`config.mk`:
```
export PLATFORM = sky130hd
export DESIGN_NAME = pcc_port_comparator_config
export DESIGN_NICKNAME = d
export VERILOG_FILES = /design/src/pkg/pcc_pkg.sv /design/src/core/pcc_port_comparator_config.sv
export SDC_FILE = /design/constraint.sdc
export NUM_CORES = 1
export LEC_CHECK = 0
export ABC_AREA = 1
export BUFFER_PORTS_ARGS = -buffer_cell sky130_fd_sc_hd__buf_2
export CAP_MARGIN = 20
export CORE_ASPECT_RATIO = 2
export CORE_MARGIN = 3
export CORE_UTILIZATION = 45
export CTS_CLUSTER_SIZE = 8
export DETAILED_ROUTE_END_ITERATION = 10
export PLACE_DENSITY_LB_ADDON = 0.15
export SETUP_SLACK_MARGIN = 0.2
export SLEW_MARGIN = 30
export SYNTH_ARGS = -nofsm -noshare
export SYNTH_HDL_FRONTEND = slang
export SYNTH_SLANG_ARGS = --single-unit
```
`constraint.sdc`:
```
create_clock -name clk_sys -period 1.4 [get_ports clk_sys]
set_input_delay 0.28 -clock clk_sys [delete_from_list [all_inputs] [get_ports clk_sys]]
set_output_delay 0.28 -clock clk_sys [all_outputs]
set_load 0.1 [all_outputs]
```
`src/pkg/pcc_pkg.sv`:
```
// register map, field layouts and reset values of the port and comparator block
`default_nettype none
package pcc_pkg;
  // byte addresses on the register bus
  localparam logic [7:0] ADDR_PORT_CONFIG = 8'h00;
  localparam logic [7:0] ADDR_PORT2_MODE  = 8'h04;
  localparam logic [7:0] ADDR_PORT3_MODE  = 8'h08;
  localparam logic [7:0] ADDR_PORT2_DATA  = 8'h0c;
  localparam logic [7:0] ADDR_PORT3_DATA  = 8'h10;
  localparam logic [7:0] ADDR_IRQ_REQUEST = 8'h14;
  localparam logic [7:0] ADDR_STOP_RECOV  = 8'h18;
  localparam logic [7:0] ADDR_WDT_MODE    = 8'h1c;
  localparam logic [7:0] ADDR_IRQ_STATUS  = 8'h20;
  localparam logic [7:0] ADDR_IRQ_CLEAR   = 8'h24;
  localparam logic [7:0] ADDR_IRQ_ENABLE  = 8'h28;

  // reset values
  localparam logic [7:0] PORT_CONFIG_RST = 8'h00;
  localparam logic [7:0] PORT2_MODE_RST  = 8'hff;
  localparam logic [7:0] PORT3_MODE_RST  = 8'h00;
  localparam logic [7:0] WDT_MODE_RST    = 8'h00;

  // field positions
  localparam int unsigned EDGE_SEL_LSB   = 6;
  localparam int unsigned RECOV_SEL_LSB  = 2;
  localparam int unsigned RECOV_FLAG_BIT = 7;
  localparam int unsigned IRQ_IN2        = 0;
  localparam int unsigned IRQ_CMPREF     = 1;
  localparam int unsigned IRQ_IN1        = 2;
  localparam int unsigned P3_IN_LSB      = 1;
  localparam int unsigned P3_OUT_LSB     = 4;

  // bus responses
  localparam logic [1:0] RESP_OKAY   = 2'h0;
  localparam logic [1:0] RESP_SLVERR = 2'h2;

  typedef struct packed {
    logic       oscStdDrive;
    logic       port3StdDrive;
    logic       port2StdDrive;
    logic [3:0] unused;
    logic       cmpRoute;
  } pcc_port_config_t;

  typedef struct packed {
    logic [4:0] unused;
    logic       timerOutEn;
    logic       analogMode;
    logic       port2PushPull;
  } pcc_port3_mode_t;
endpackage
`default_nettype wire

```
`src/core/pcc_port_comparator_config.sv`:
```
// port, comparator and port configuration logic behind an axi4-lite slave
//
// Local design decision: the AXI4-Lite interface to the registers.
`timescale 1ns/1ps
`default_nettype none
module pcc_port_comparator_config
  import pcc_pkg::*;
(
  // clock and resets
  input  wire logic        clk_sys,
  input  wire logic        resetn,
  input  wire logic        wdtResetReq,
  input  wire logic        stopRecoveryReq,
  // axi4-lite register slave
  input  wire logic [7:0]  s_axi_awaddr,
  input  wire logic        s_axi_awvalid,
  output logic             s_axi_awready,
  input  wire logic [31:0] s_axi_wdata,
  input  wire logic [3:0]  s_axi_wstrb,
  input  wire logic        s_axi_wvalid,
  output logic             s_axi_wready,
  output logic [1:0]       s_axi_bresp,
  output logic             s_axi_bvalid,
  input  wire logic        s_axi_bready,
  input  wire logic [7:0]  s_axi_araddr,
  input  wire logic        s_axi_arvalid,
  output logic             s_axi_arready,
  output logic [31:0]      s_axi_rdata,
  output logic [1:0]       s_axi_rresp,
  output logic             s_axi_rvalid,
  input  wire logic        s_axi_rready,
  // bidirectional port pins
  input  wire logic [7:0]  port2In,
  output logic [7:0]       port2Out,
  output logic [7:0]       port2OutEn_n,
  // six-line port pins, index 0 is line 1 or line 4
  input  wire logic [2:0]  port3In,
  output logic [2:0]       port3Out,
  // analog comparator results
  input  wire logic [1:0]  cmpResult,
  // counter/timer hookup
  output logic             timer1Input,
  input  wire logic        timer1Output,
  // drive strength controls
  output logic             port2StdDrive,
  output logic             port3StdDrive,
  output logic             oscStdDrive,
  // interrupt
  output logic             irq
);

  logic [12:0]      pinMeta_ff;
  logic [12:0]      pinSync_ff;
  logic [7:0]       port2Sync;
  logic [2:0]       port3Sync;
  logic [1:0]       cmpSync;
  pcc_port_config_t portConfig_ff;
  pcc_port3_mode_t  port3Mode_ff;
  logic [7:0]       port2Dir_ff;
  logic [7:0]       port2Data_ff;
  logic [2:0]       port3Data_ff;
  logic [1:0]       edgeSel_ff;
  logic [2:0]       recovSel_ff;
  logic             recovFlag_ff;
  logic [7:0]       wdtMode_ff;
  logic [2:0]       irqStatus_ff;
  logic [2:0]       irqEnable_ff;
  logic [2:0]       lvlPrev_ff;
  logic [2:0]       port3Out_ff;
  logic [2:0]       nxt_port3Out;
  logic [7:0]       port2Out_ff;
  logic [7:0]       port2OutEn_n_ff;
  logic             awHeld_ff;
  logic             wHeld_ff;
  logic [7:0]       wrAddr_ff;
  logic [7:0]       wrByte_ff;
  logic             wrStrb_ff;
  logic             bValid_ff;
  logic [1:0]       bResp_ff;
  logic             rValid_ff;
  logic [31:0]      rData_ff;
  logic [1:0]       rResp_ff;
  logic [7:0]       rdByte;
  logic             rdKnown;
  logic             wrEn;
  logic             anyReset;
  logic             recovSrc;
  logic [2:0]       lvl;
  logic [2:0]       irqEvent;
  logic [2:0]       clrMask;

  function automatic logic addrKnown(input logic [7:0] a);
    addrKnown = (a <= ADDR_IRQ_ENABLE) && (a[1:0] == 2'h0);
  endfunction

  assign anyReset = wdtResetReq | stopRecoveryReq;
  assign wrEn     = awHeld_ff & wHeld_ff & wrStrb_ff;

  // two-flop synchronisers for every pin and comparator result
  always_ff @(posedge clk_sys or negedge resetn)
  begin
    if (!resetn)
    begin
      pinMeta_ff <= '0;
      pinSync_ff <= '0;
    end
    else
    begin
      pinMeta_ff <= {cmpResult, port3In, port2In};
      pinSync_ff <= pinMeta_ff;
    end
  end

  assign port2Sync   = pinSync_ff[7:0];
  assign port3Sync   = pinSync_ff[10:8];
  assign cmpSync     = pinSync_ff[12:11];
  assign timer1Input = port3Sync[0];

  // selected stop-recovery source, active low
  always_comb
  begin
    unique case (recovSel_ff)
      3'h2:    recovSrc = port3Sync[0];
      3'h3:    recovSrc = port3Sync[1];
      3'h4:    recovSrc = port3Sync[2];
      3'h5:    recovSrc = port2Sync[7];
      3'h6:    recovSrc = ~|port2Sync[3:0];
      3'h7:    recovSrc = ~|port2Sync;
      default: recovSrc = 1'b1;
    endcase
  end

  // input levels as seen by interrupts and data reads
  assign lvl[0] = port3Mode_ff.analogMode ? cmpSync[0] : port3Sync[0];
  assign lvl[1] = port3Mode_ff.analogMode ? cmpSync[1] : port3Sync[1];
  assign lvl[2] = port3Mode_ff.analogMode ? recovSrc : port3Sync[2];

  // edge detection per input line; reset matches the synchroniser, no false edge
  always_ff @(posedge clk_sys or negedge resetn)
  begin
    if (!resetn)
      lvlPrev_ff <= '0;
    else
      lvlPrev_ff <= lvl;
  end

  assign irqEvent[IRQ_IN1] = (lvl[0] & ~lvlPrev_ff[0] & edgeSel_ff[1]) |
                             (~lvl[0] & lvlPrev_ff[0] & (~edgeSel_ff[1] | edgeSel_ff[0]));
  assign irqEvent[IRQ_IN2] = (lvl[1] & ~lvlPrev_ff[1] & edgeSel_ff[0]) |
                             (~lvl[1] & lvlPrev_ff[1] & (~edgeSel_ff[0] | edgeSel_ff[1]));
  assign irqEvent[IRQ_CMPREF] = ~lvl[2] & lvlPrev_ff[2];

  // port configuration register, write-only
  always_ff @(posedge clk_sys or negedge resetn)
  begin
    if (!resetn)
      portConfig_ff <= PORT_CONFIG_RST;
    else if (anyReset)
      portConfig_ff <= PORT_CONFIG_RST;
    else if (wrEn && wrAddr_ff == ADDR_PORT_CONFIG)
      portConfig_ff <= wrByte_ff;
  end

  assign port2StdDrive = portConfig_ff.port2StdDrive;
  assign port3StdDrive = portConfig_ff.port3StdDrive;
  assign oscStdDrive   = portConfig_ff.oscStdDrive;

  // mode registers survive a stop recovery
  always_ff @(posedge clk_sys or negedge resetn)
  begin
    if (!resetn)
    begin
      port2Dir_ff  <= PORT2_MODE_RST;
      port3Mode_ff <= PORT3_MODE_RST;
      recovSel_ff  <= '0;
      wdtMode_ff   <= WDT_MODE_RST;
    end
    else if (wdtResetReq)
    begin
      port2Dir_ff  <= PORT2_MODE_RST;
      port3Mode_ff <= PORT3_MODE_RST;
      recovSel_ff  <= '0;
      wdtMode_ff   <= WDT_MODE_RST;
    end
    else if (wrEn && !stopRecoveryReq)
    begin
      if (wrAddr_ff == ADDR_PORT2_MODE)
        port2Dir_ff <= wrByte_ff;
      if (wrAddr_ff == ADDR_PORT3_MODE)
        port3Mode_ff <= wrByte_ff;
      if (wrAddr_ff == ADDR_STOP_RECOV)
        recovSel_ff <= wrByte_ff[RECOV_SEL_LSB +: 3];
      if (wrAddr_ff == ADDR_WDT_MODE)
        wdtMode_ff <= wrByte_ff;
    end
  end

  // recovery flag, cleared only at power-on
  always_ff @(posedge clk_sys or negedge resetn)
  begin
    if (!resetn)
      recovFlag_ff <= 1'b0;
    else if (stopRecoveryReq)
      recovFlag_ff <= 1'b1;
  end

  // data latches and edge select
  always_ff @(posedge clk_sys or negedge resetn)
  begin
    if (!resetn)
    begin
      port2Data_ff <= '0;
      port3Data_ff <= '0;
      edgeSel_ff   <= '0;
    end
    else if (anyReset)
    begin
      port2Data_ff <= '0;
      port3Data_ff <= '0;
      edgeSel_ff   <= '0;
    end
    else if (wrEn)
    begin
      if (wrAddr_ff == ADDR_PORT2_DATA)
        port2Data_ff <= wrByte_ff;
      if (wrAddr_ff == ADDR_PORT3_DATA)
        port3Data_ff <= wrByte_ff[P3_OUT_LSB +: 3];
      if (wrAddr_ff == ADDR_IRQ_REQUEST)
        edgeSel_ff <= wrByte_ff[EDGE_SEL_LSB +: 2];
    end
  end

  // six-line port outputs, always push-pull
  always_comb
  begin
    nxt_port3Out = port3Data_ff;
    if (portConfig_ff.cmpRoute)
      nxt_port3Out[1:0] = cmpSync;
    if (port3Mode_ff.timerOutEn)
      nxt_port3Out[2] = timer1Output;
  end

  always_ff @(posedge clk_sys or negedge resetn)
  begin
    if (!resetn)
      port3Out_ff <= '0;
    else
      port3Out_ff <= nxt_port3Out;
  end

  assign port3Out = port3Out_ff;

  // per-line drive of the bidirectional port; dir bit 1 means input
  genvar gi;
  generate
    for (gi = 0; gi < 8; gi++)
    begin : g_port2
      always_ff @(posedge clk_sys or negedge resetn)
      begin
        if (!resetn)
        begin
          port2Out_ff[gi]     <= 1'b0;
          port2OutEn_n_ff[gi] <= 1'b1;
        end
        else
        begin
          port2Out_ff[gi]     <= port2Data_ff[gi];
          port2OutEn_n_ff[gi] <= port2Dir_ff[gi] |
                                 (~port3Mode_ff.port2PushPull & port2Data_ff[gi]);
        end
      end
    end
  endgenerate

  assign port2Out     = port2Out_ff;
  assign port2OutEn_n = port2OutEn_n_ff;

  // sticky interrupt status; a new event wins over a clear
  assign clrMask = (wrEn && wrAddr_ff == ADDR_IRQ_CLEAR) ? wrByte_ff[2:0] : 3'h0;

  always_ff @(posedge clk_sys or negedge resetn)
  begin
    if (!resetn)
    begin
      irqStatus_ff <= '0;
      irqEnable_ff <= '0;
    end
    else if (anyReset)
    begin
      irqStatus_ff <= '0;
      irqEnable_ff <= '0;
    end
    else
    begin
      irqStatus_ff <= (irqStatus_ff & ~clrMask) | irqEvent;
      if (wrEn && wrAddr_ff == ADDR_IRQ_ENABLE)
        irqEnable_ff <= wrByte_ff[2:0];
    end
  end

  assign irq = |(irqStatus_ff & irqEnable_ff);

  // write channel: address and data in either order, response after both
  assign s_axi_awready = ~awHeld_ff & ~bValid_ff;
  assign s_axi_wready  = ~wHeld_ff & ~bValid_ff;

  always_ff @(posedge clk_sys or negedge resetn)
  begin
    if (!resetn)
    begin
      awHeld_ff <= 1'b0;
      wHeld_ff  <= 1'b0;
      wrAddr_ff <= '0;
      wrByte_ff <= '0;
      wrStrb_ff <= 1'b0;
      bValid_ff <= 1'b0;
      bResp_ff  <= RESP_OKAY;
    end
    else
    begin
      if (s_axi_awvalid && s_axi_awready)
      begin
        awHeld_ff <= 1'b1;
        wrAddr_ff <= s_axi_awaddr;
      end
      if (s_axi_wvalid && s_axi_wready)
      begin
        wHeld_ff  <= 1'b1;
        wrByte_ff <= s_axi_wdata[7:0];
        wrStrb_ff <= s_axi_wstrb[0];
      end
      if (awHeld_ff && wHeld_ff)
      begin
        awHeld_ff <= 1'b0;
        wHeld_ff  <= 1'b0;
        bValid_ff <= 1'b1;
        bResp_ff  <= addrKnown(wrAddr_ff) ? RESP_OKAY : RESP_SLVERR;
      end
      else if (bValid_ff && s_axi_bready)
        bValid_ff <= 1'b0;
    end
  end

  assign s_axi_bvalid = bValid_ff;
  assign s_axi_bresp  = bResp_ff;

  // read data mux
  always_comb
  begin
    rdByte  = 8'h00;
    rdKnown = addrKnown(s_axi_araddr);
    case (s_axi_araddr)
      ADDR_PORT2_MODE:  rdByte = port2Dir_ff;
      ADDR_PORT3_MODE:  rdByte = port3Mode_ff;
      ADDR_PORT2_DATA:  rdByte = port2Sync;
      ADDR_PORT3_DATA:  rdByte = {1'b0, port3Data_ff, lvl, 1'b0};
      ADDR_IRQ_REQUEST: rdByte = {edgeSel_ff, 6'h00};
      ADDR_STOP_RECOV:  rdByte = {recovFlag_ff, 7'h00};
      ADDR_WDT_MODE:    rdByte = wdtMode_ff;
      ADDR_IRQ_STATUS:  rdByte = {5'h00, irqStatus_ff};
      ADDR_IRQ_ENABLE:  rdByte = {5'h00, irqEnable_ff};
      default:          rdByte = 8'h00;
    endcase
  end

  assign s_axi_arready = ~rValid_ff;

  always_ff @(posedge clk_sys or negedge resetn)
  begin
    if (!resetn)
    begin
      rValid_ff <= 1'b0;
      rData_ff  <= '0;
      rResp_ff  <= RESP_OKAY;
    end
    else if (s_axi_arvalid && s_axi_arready)
    begin
      rValid_ff <= 1'b1;
      rData_ff  <= {24'h000000, rdByte};
      rResp_ff  <= rdKnown ? RESP_OKAY : RESP_SLVERR;
    end
    else if (rValid_ff && s_axi_rready)
      rValid_ff <= 1'b0;
  end

  assign s_axi_rvalid = rValid_ff;
  assign s_axi_rdata  = rData_ff;
  assign s_axi_rresp  = rResp_ff;
endmodule
`default_nettype wire

```
==> out/results.md, run 1 <==
| Stage | Result | Value |
| --- | --- | --- |
| critical path | Critical Path RT | 1.12 ns |
| yosys | Yosys reg bits | 130 |
| final layout | Leading cell type in the layout, fill and taps excluded | sky130_fd_sc_hd__nand2_1 |
| status | Outcome | complete, but fails checks |
| yosys | Syn. warnings | 0 |
| drt | Met3 layer wire length in the routed design | 650 um |
| drt | Via density | 5.04 |
| drt | Highest metal layer with signal wires | met4 |
| global routing | Maximum number of pins on one net before global-route repair | 34 |
| clock network | # H-tree levels | 4 |
| clock network | Clock input transition at the sequential cells of the worst setup and hold paths | 0.06 ns |
| final layout | Area occupied by multi-input gates | 0.00247 sq mm |
| critical path | CP arrival | 1.28 ns |
| clock network | Clock latency of the later-clocked register in the worst-skew pair | 0.42 ns |
| final layout | Final #Nets | 874 |
| timing | Min cycle time layout | 1.56 ns |
| timing | Final Max Slew Viols | 0 |
| timing | Fin. Hold Viols | 0 |
| global routing | GR Overflow Total | 0 |
| critical path | Critical path's largest stage delay | 0.40 ns |
| drt | Drt initial violations | 154 |
| floorplanning | Effective utilization at floorplan | 46.1% |
| final layout | Share of final-layout standard cells stronger than drive strength 1 | 44.6% |
| placed design | Number of buffer cells added on primary ports | 86 |
| critical path | Crit Path Max Fanout | 2 |
| critical path | Cell with the biggest individual delay on the critical path | sky130_fd_sc_hd__dfrtp_1 |
| clock network | Clock root buffer | sky130_fd_sc_hd__clkbuf_16 |
| final layout | Final cell count without fillers | 962 |
| clock network | CTS Buf Count | 17 |
| floorplanning | Rows | 58 |
| floorplanning | Core Area | 0.0126 sq mm |
| critical path | Startpoint types | flop |
| placed design | Detailed placer's ending HPWL | 11.6 mm |
| critical path | WS Path Type | reg2out |
| critical path | Crit-path leading delay family | flip-flops |
| yosys | Synthesized cell area | 0.00578 sq mm |
| drt | Met1 wire length | 5.37 mm |
| yosys | Avg Cell Area, Syn | 9.54 sq um |
| drt | Number of vias after detailed routing | 4850 |
| final layout | Synth-to-layout area growth | 51.8% |
| floorplanning | Die height | 166 um |
| pwr | Static leakage | 4.19 nW |
| critical path | Crit path capture type | output port |
| timing | Slack of the critical path | -0.159 ns |
| yosys | Sequential-to-total area share from yosys stat | 56.6% |
| flow run | Maxcap violations | 0 |
| final layout | Layout filler cell count | 940 |
| timing | Max Fclk | 0.641 GHz |
| global routing | Global-route usage over all layers | 24.0% |
| pwr | Pwr Density | 1810 mW/mm^2 |
| timing | Period utilisation layout | 111% |
| timing | Unrepaired setup endpoints after global routing | yes |
| final layout | Number of inserted diodes | 0 |
| global routing | Antenna violations before repair | 0 |
| worst hold path | Path category of the worst min-delay check | in2reg |
| pwr | Worst IR Drop VDD | 0.00226 V |
| floorplanning | Die Wd | 86.2 um |
| drt | Routed wl met2 | 9.64 mm |
| drt | Wire length per cell after detailed routing | 17.4 um |
| floorplanning | Num ports | 140 |
| global routing | Number of global-route vias before repair | 5080 |
| final layout | Area taken by flip-flops and latches | 0.00329 sq mm |
| yosys | Synthesized instance count | 606 |
| final layout | Commonest cells after routing, fill and taps aside | sky130_fd_sc_hd__nand2_1 (127), sky130_fd_sc_hd__dfrtp_1 (110), sky130_fd_sc_hd__buf_4 (61) |
| clock network | Sinks on Clock Net | 130 |
| critical path | Cell-by-cell trace of the critical path | buf_6 -> nor2_4 -> buf_12 |
| floorplanning | Total Die Area | 0.0143 sq mm |
| clock network | Clock buffer depth | 2 |
| critical path | Worst reg2reg setup slack | -0.13 ns |
| yosys | Number of unique standard cell types used by synthesis | 30 |
| status | Violated checks | negative setup slack |
| drt | DRT Pass-1 Iters | 7 |
| clock network | Clock tree from TritonCTS | built |
| drt | Routed Wire Length | 16.7 mm |
| drt | Antenna Violating Nets Remaining | 0 |
| timing | Setup-violating endpoint count in the final report | 56 |
| drt | Total DRC errors in the routed layout | 0 |
| critical path | Worst path bufs/invs | 2 |
| pwr | Overall power of the completed layout | 15.9 mW |
| timing | Total Negative Setup Slacks | -3.42 ns |
| placed design | Final estimated routing congestion in global placement | 0.840 |
| timing | Clk_skew | 0.00838 ns |
| placed design | Instance count after placement with tap cells included | 874 |
| global routing | First-pass GRT wire length | 26.0 mm |
==> timing repair <==
action                                  CTS  global route
pin swaps                                36            25
gates resized for setup                 111            46
hold endpoints to repair                 27             0
endpoints found under the setup margin  107           117
setup buffers                            25            13
hold buffers                             14             0
gates cloned                              3             1
==> Yosys cell counts <==
cell type | number | share of area [%]
sky130_fd_sc_hd__a21oi_1 | 14 | 1.2
sky130_fd_sc_hd__a31oi_1 | 1 | 0.11
sky130_fd_sc_hd__a31oi_4 | 3 | 1.1
sky130_fd_sc_hd__buf_2 | 3 | 0.26
sky130_fd_sc_hd__buf_4 | 28 | 3.6
sky130_fd_sc_hd__buf_6 | 6 | 1.2
sky130_fd_sc_hd__buf_8 | 1 | 0.26
sky130_fd_sc_hd__clkbuf_1 | 2 | 0.13
sky130_fd_sc_hd__conb_1 | 1 | 0.065
sky130_fd_sc_hd__dfrtp_1 | 114 | 49
sky130_fd_sc_hd__dfstp_2 | 16 | 7.3
sky130_fd_sc_hd__inv_1 | 58 | 3.8
sky130_fd_sc_hd__inv_2 | 3 | 0.19
sky130_fd_sc_hd__mux2_2 | 14 | 2.7
sky130_fd_sc_hd__nand2_1 | 151 | 9.8
sky130_fd_sc_hd__nand2_2 | 5 | 0.54
sky130_fd_sc_hd__nand2_4 | 1 | 0.19
sky130_fd_sc_hd__nand3_1 | 52 | 4.5
sky130_fd_sc_hd__nand3_2 | 1 | 0.17
sky130_fd_sc_hd__nor2_1 | 39 | 2.5
sky130_fd_sc_hd__nor2_2 | 6 | 0.65
sky130_fd_sc_hd__nor2_4 | 3 | 0.58
sky130_fd_sc_hd__nor3_1 | 1 | 0.086
sky130_fd_sc_hd__nor3_4 | 4 | 1.1
sky130_fd_sc_hd__nor3b_1 | 1 | 0.13
sky130_fd_sc_hd__o211ai_1 | 1 | 0.13
sky130_fd_sc_hd__o21ai_0 | 42 | 3.6
sky130_fd_sc_hd__o21ai_1 | 8 | 0.69
sky130_fd_sc_hd__o21ai_2 | 25 | 3.8
sky130_fd_sc_hd__or2_2 | 2 | 0.22
==> flip-flops by register name, summed over array words and instances, names as in the netlist, 8 cells and up <==
signal,cells
port2Out,8
port3Mode_ff,8
wdtMode_ff,8
wrAddr_ff,8
wrByte_ff,8
pinMeta_ff,13
pinSync_ff,13
port2Dir_ff,8
port2Data_ff,8
s_axi_rdata,8
port2OutEn_n,8
==> per-layer routing <==
metal,vias up,global-route usage [%]
met4,0,14.6
met3,48,4.17
met2,158,44.0
li1,2299,-
met1,2345,24.1
met5,-,0
==> worst register-to-register path, cell delays in order (launching register included) <==
cell,delay [ns]
sky130_fd_sc_hd__dfrtp_1,0.39
sky130_fd_sc_hd__nor2_2,0.16
sky130_fd_sc_hd__nand2_2,0.13
sky130_fd_sc_hd__nor2_4,0.18
sky130_fd_sc_hd__buf_6,0.13
sky130_fd_sc_hd__a31oi_4,0.11
sky130_fd_sc_hd__buf_12,0.19
sky130_fd_sc_hd__nand2_2,0.07
sky130_fd_sc_hd__o21ai_2,0.06
==> power by group <==
part	switching, mW	internal (mW)	leakage [nW]
Sequential	0.768	4.59	1.60
Combinational	3.60	2.38	2.31
Clock	1.81	2.73	0.288
Total	6.19	9.70	4.19
==> layout make-up <==
type                       count  share of cell area (%)
clock buffer                  18                    5.00
sequential                   130                    37.4
multi-input combinational    403                    28.2
clock inverter                14                    1.90
timing repair buffer         186                    22.7
inverter                      61                    2.72
tap                          150                    2.14
==> worst paths after layout <==
path / from / endpoint / cells past startpoint
setup / recovery: wHeld_ff / s_axi_wready / 3
hold / removal: s_axi_rready / s_axi_rvalid / 2
setup reg to reg: wrAddr_ff[6] / port3Mode_ff[0] / 8
hold reg to reg: pinMeta_ff[3] / pinSync_ff[3] / 0
max in group asynchronous: resetn / port2OutEn_n[4] / 3
min in group asynchronous: resetn / port3Mode_ff[6] / 2
==> cell families after synthesis <==
group,Yosys count,share of synthesized area (%)
compound gates,94,10.7
buf+inv,101,9.41
flops,130,56.6
mux,14,2.73
other cells,1,0.0648
simple gates,266,20.5
==> through the flow <==
step | hold slack (ns) | area (sq um) | utilization (%) | setup slack (ns)
5_1_grt | 0.0435 | 8780 | 69.9 | -0.187
3_3_place_gp | 0.222 | 7090 | 56.5 | -0.134
2_1_floorplan | -0.0156 | 5960 | - | -0.503
3_5_place_dp | 0.220 | 7090 | 56.5 | -0.151
4_1_cts | 0.0313 | 8480 | 67.6 | -0.170
6_report | 0.0415 | 8780 | 69.9 | -0.159
Power figures use the tool's default switching activity.
==> run 2, diff against run 1 <==
--- a/config.mk
+++ b/config.mk
@@ -19,3 +19,4 @@
 export SYNTH_ARGS = -nofsm -noshare
 export SYNTH_HDL_FRONTEND = slang
 export SYNTH_SLANG_ARGS = --single-unit
+export TNS_END_PERCENT = 30
==> out/results.md, run 2 (synthesis results as in run 1) <==
| Stage | Result | Value | Delta |
| --- | --- | --- | --- |
| status | Outcome | complete, but fails checks |  |
| status | Violated checks | negative setup slack |  |
| clock network | Clock root buffer | sky130_fd_sc_hd__clkbuf_16 |  |
| pwr | Overall power of the completed layout | 15.6 mW | -2.0% |
| clock network | Sinks on Clock Net | 130 | unchanged |
| pwr | Worst IR Drop VDD | 0.00176 V | -22% |
| floorplanning | Core Area | 0.0126 sq mm | unchanged |
| timing | Slack of the critical path | -0.145 ns | +0.0142 ns |
| final layout | Number of inserted diodes | 0 | unchanged |
| critical path | Launch point of the critical path | awHeld_ff |  |
| timing | Clk_skew | 0.00986 ns | +0.00149 ns |
| critical path | CP arrival | 1.26 ns | -0.02 ns |
| worst hold path | Hold Crit Start | s_axi_rready |  |
| drt | DRT Pass-1 Iters | 4 | -3 |
| timing | Unrepaired setup endpoints after global routing | yes |  |
| floorplanning | Total Die Area | 0.0143 sq mm | unchanged |
| final layout | Synth-to-layout area growth | 47.9% |  |
| final layout | Share of final-layout standard cells stronger than drive strength 1 | 43.4% | -1.1 points |
| final layout | Final #Nets | 854 | -2.3% |
| clock network | Clock latency of the later-clocked register in the worst-skew pair | 0.42 ns | about the same |
| drt | Via density | 5.12 | +1.5% |
| global routing | Number of global-route vias before repair | 5027 | -1.0% |
| placed design | Detailed placer's ending HPWL | 11.5 mm | -0.82% |
| clock network | CTS Buf Count | 17 | unchanged |
| critical path | WS Path Type | reg2out |  |
| timing | Max Fclk | 0.647 GHz | +0.92% |
| placed design | Final estimated routing congestion in global placement | 0.896 | +6.6% |
| flow run | Maxcap violations | 0 | unchanged |
| floorplanning | Die Wd | 86.2 um | unchanged |
| clock network | Clock input transition at the sequential cells of the worst setup and hold paths | 0.06 ns | about the same |
| drt | Routed Wire Length | 16.4 mm | -1.8% |
| pwr | Static leakage | 4.11 nW | -2.0% |
| final layout | Leading cell type in the layout, fill and taps excluded | sky130_fd_sc_hd__nand2_1 |  |
| final layout | Largest regs | pinMeta_ff (13), pinSync_ff (13) |  |
| timing | Setup-violating endpoint count in the final report | 49 | -13% |
| floorplanning | Die height | 166 um | unchanged |
| worst hold path | Path category of the worst min-delay check | in2reg |  |
| floorplanning | Rows | 58 | unchanged |
| clock network | Clock buffer depth | 2 | unchanged |
| clock network | Clock tree from TritonCTS | built |  |
| drt | Number of vias after detailed routing | 4822 | -0.58% |
| final layout | Final core utilization | 68.1% | -1.8 points |
| global routing | GR Overflow Total | 0 | unchanged |
| drt | Total DRC errors in the routed layout | 0 | unchanged |
| critical path | Crit path capture type | output port |  |
| drt | Antenna Violating Nets Remaining | 0 | unchanged |
| global routing | First-pass GRT wire length | 25.5 mm | -1.9% |
| timing | Final Max Slew Viols | 0 | unchanged |
| global routing | Maximum number of pins on one net before global-route repair | 40 | +18% |
| drt | Drt initial violations | 225 | +46% |
| timing | Min cycle time layout | 1.54 ns | -0.0142 ns |
| floorplanning | Num ports | 140 | unchanged |
| pwr | Pwr Density | 1820 mW/mm^2 | +0.59% |
| critical path | Critical Path RT | 1.12 ns | about the same |
| drt | Wire length per cell after detailed routing | 17.4 um | +0.29% |
| timing | Period utilisation layout | 110% | -1.0 points |
| placed design | Number of buffer cells added on primary ports | 86 | unchanged |
| final layout | Final cell count without fillers | 942 | -2.1% |
| critical path | Crit Path Max Fanout | 2 | unchanged |
| global routing | Global-route usage over all layers | 23.4% | -0.54 points |
| clock network | # H-tree levels | 4 | unchanged |
| placed design | Instance count after placement with tap cells included | 866 | -0.92% |
| floorplanning | Effective utilization at floorplan | 46.1% | unchanged |
| critical path | Startpoint types | flop |  |
| timing | Fin. Hold Viols | 0 | unchanged |
| global routing | Antenna violations before repair | 0 | unchanged |
| critical path | Startpoint of the lowest-slack register-to-register path | awHeld_ff |  |
| final layout | Commonest cells after routing, fill and taps aside | sky130_fd_sc_hd__nand2_1 (115), sky130_fd_sc_hd__dfrtp_1 (111), sky130_fd_sc_hd__buf_4 (50) |  |
| placed design | Placement Setup Slack | -0.119 ns | +0.0320 ns |
==> run 2: changes by cell type in the layout (fill, tap and decap cells not counted), moves of 4 or more <==
| cell | delta |
|---|---|
| sky130_fd_sc_hd__nand3_2 | -5 |
| sky130_fd_sc_hd__o21ai_2 | +4 |
| sky130_fd_sc_hd__buf_4 | -11 |
| sky130_fd_sc_hd__nand2_1 | -12 |
| sky130_fd_sc_hd__nand2_2 | +10 |
| sky130_fd_sc_hd__buf_6 | -6 |
| sky130_fd_sc_hd__nor2_1 | +6 |
| sky130_fd_sc_hd__nand2_4 | +4 |
| sky130_fd_sc_hd__nor2_2 | -4 |
==> run 2: worst paths after layout <==
path,to,slack (ns),cells past startpoint
worst max-delay path,s_axi_awready,-0.14,3
worst min-delay path,s_axi_rvalid,0.04,2
worst max register to register,port3Mode_ff[0],-0.13,7
worst min register to register,pinSync_ff[8],0.35,0
max in group asynchronous,port2Dir_ff[2],0.48,3
min in group asynchronous,wdtMode_ff[3],0.35,2
==> run 2: worst max-delay path, cell delays in order, from the launching register on <==
cell,delay [ns]
sky130_fd_sc_hd__dfrtp_1,0.40
sky130_fd_sc_hd__buf_6,0.13
sky130_fd_sc_hd__nor2_4,0.13
sky130_fd_sc_hd__buf_12,0.18
==> run 2: what timing repair did <==
| action | CTS | global route |
|---|---|---|
| hold buffers | 14 | 0 |
| gates resized for setup | 96 | 63 |
| buffers inserted | 19 | 9 |
| cloned | 1 | 1 |
| setup endpoints to repair | 108 | 117 |
| endpoints found under the hold margin | 26 | 0 |
| pin swaps | 18 | 28 |
==> run 2: per-layer routing <==
metal	global-route usage [%]	part of all wire [%]	wire, um
met1	23.5	32	5260
met2	42.1	56	9210
met3	4.02	4.5	735
met4	16.2	7.4	1210
met5	0	0	0
==> run 2: area by class of cell <==
cell class,count,area (sq um)
Fill cell,942,4000
Clock buffer,19,433
Timing Repair Buffer,168,1820
Clock inverter,13,176
Sequential cell,130,3280
Tap cell,150,188
Inverter,61,241
Multi-Input combinational cell,401,2410
==> run 2: report_power, final <==
| part | switching (mW) | leakage, nW | internal, mW |
|---|---|---|---|
| registers | 0.786 | 1.60 | 4.59 |
| clock network | 1.73 | 0.287 | 2.83 |
| logic | 3.48 | 2.23 | 2.15 |
| total | 5.99 | 4.11 | 9.58 |
==> run 2: metrics by stage <==
step,hold WS (ns),area (sq um),TNS [ns]
CTS,0.0348,8250,-0.964
global route,0.0493,8550,-5.65
detailed placement,0.235,7020,-2.34
global placement,0.238,7020,-1.37
floorplan,-0.0156,5930,-11.19
finish,0.0426,8550,-2.40
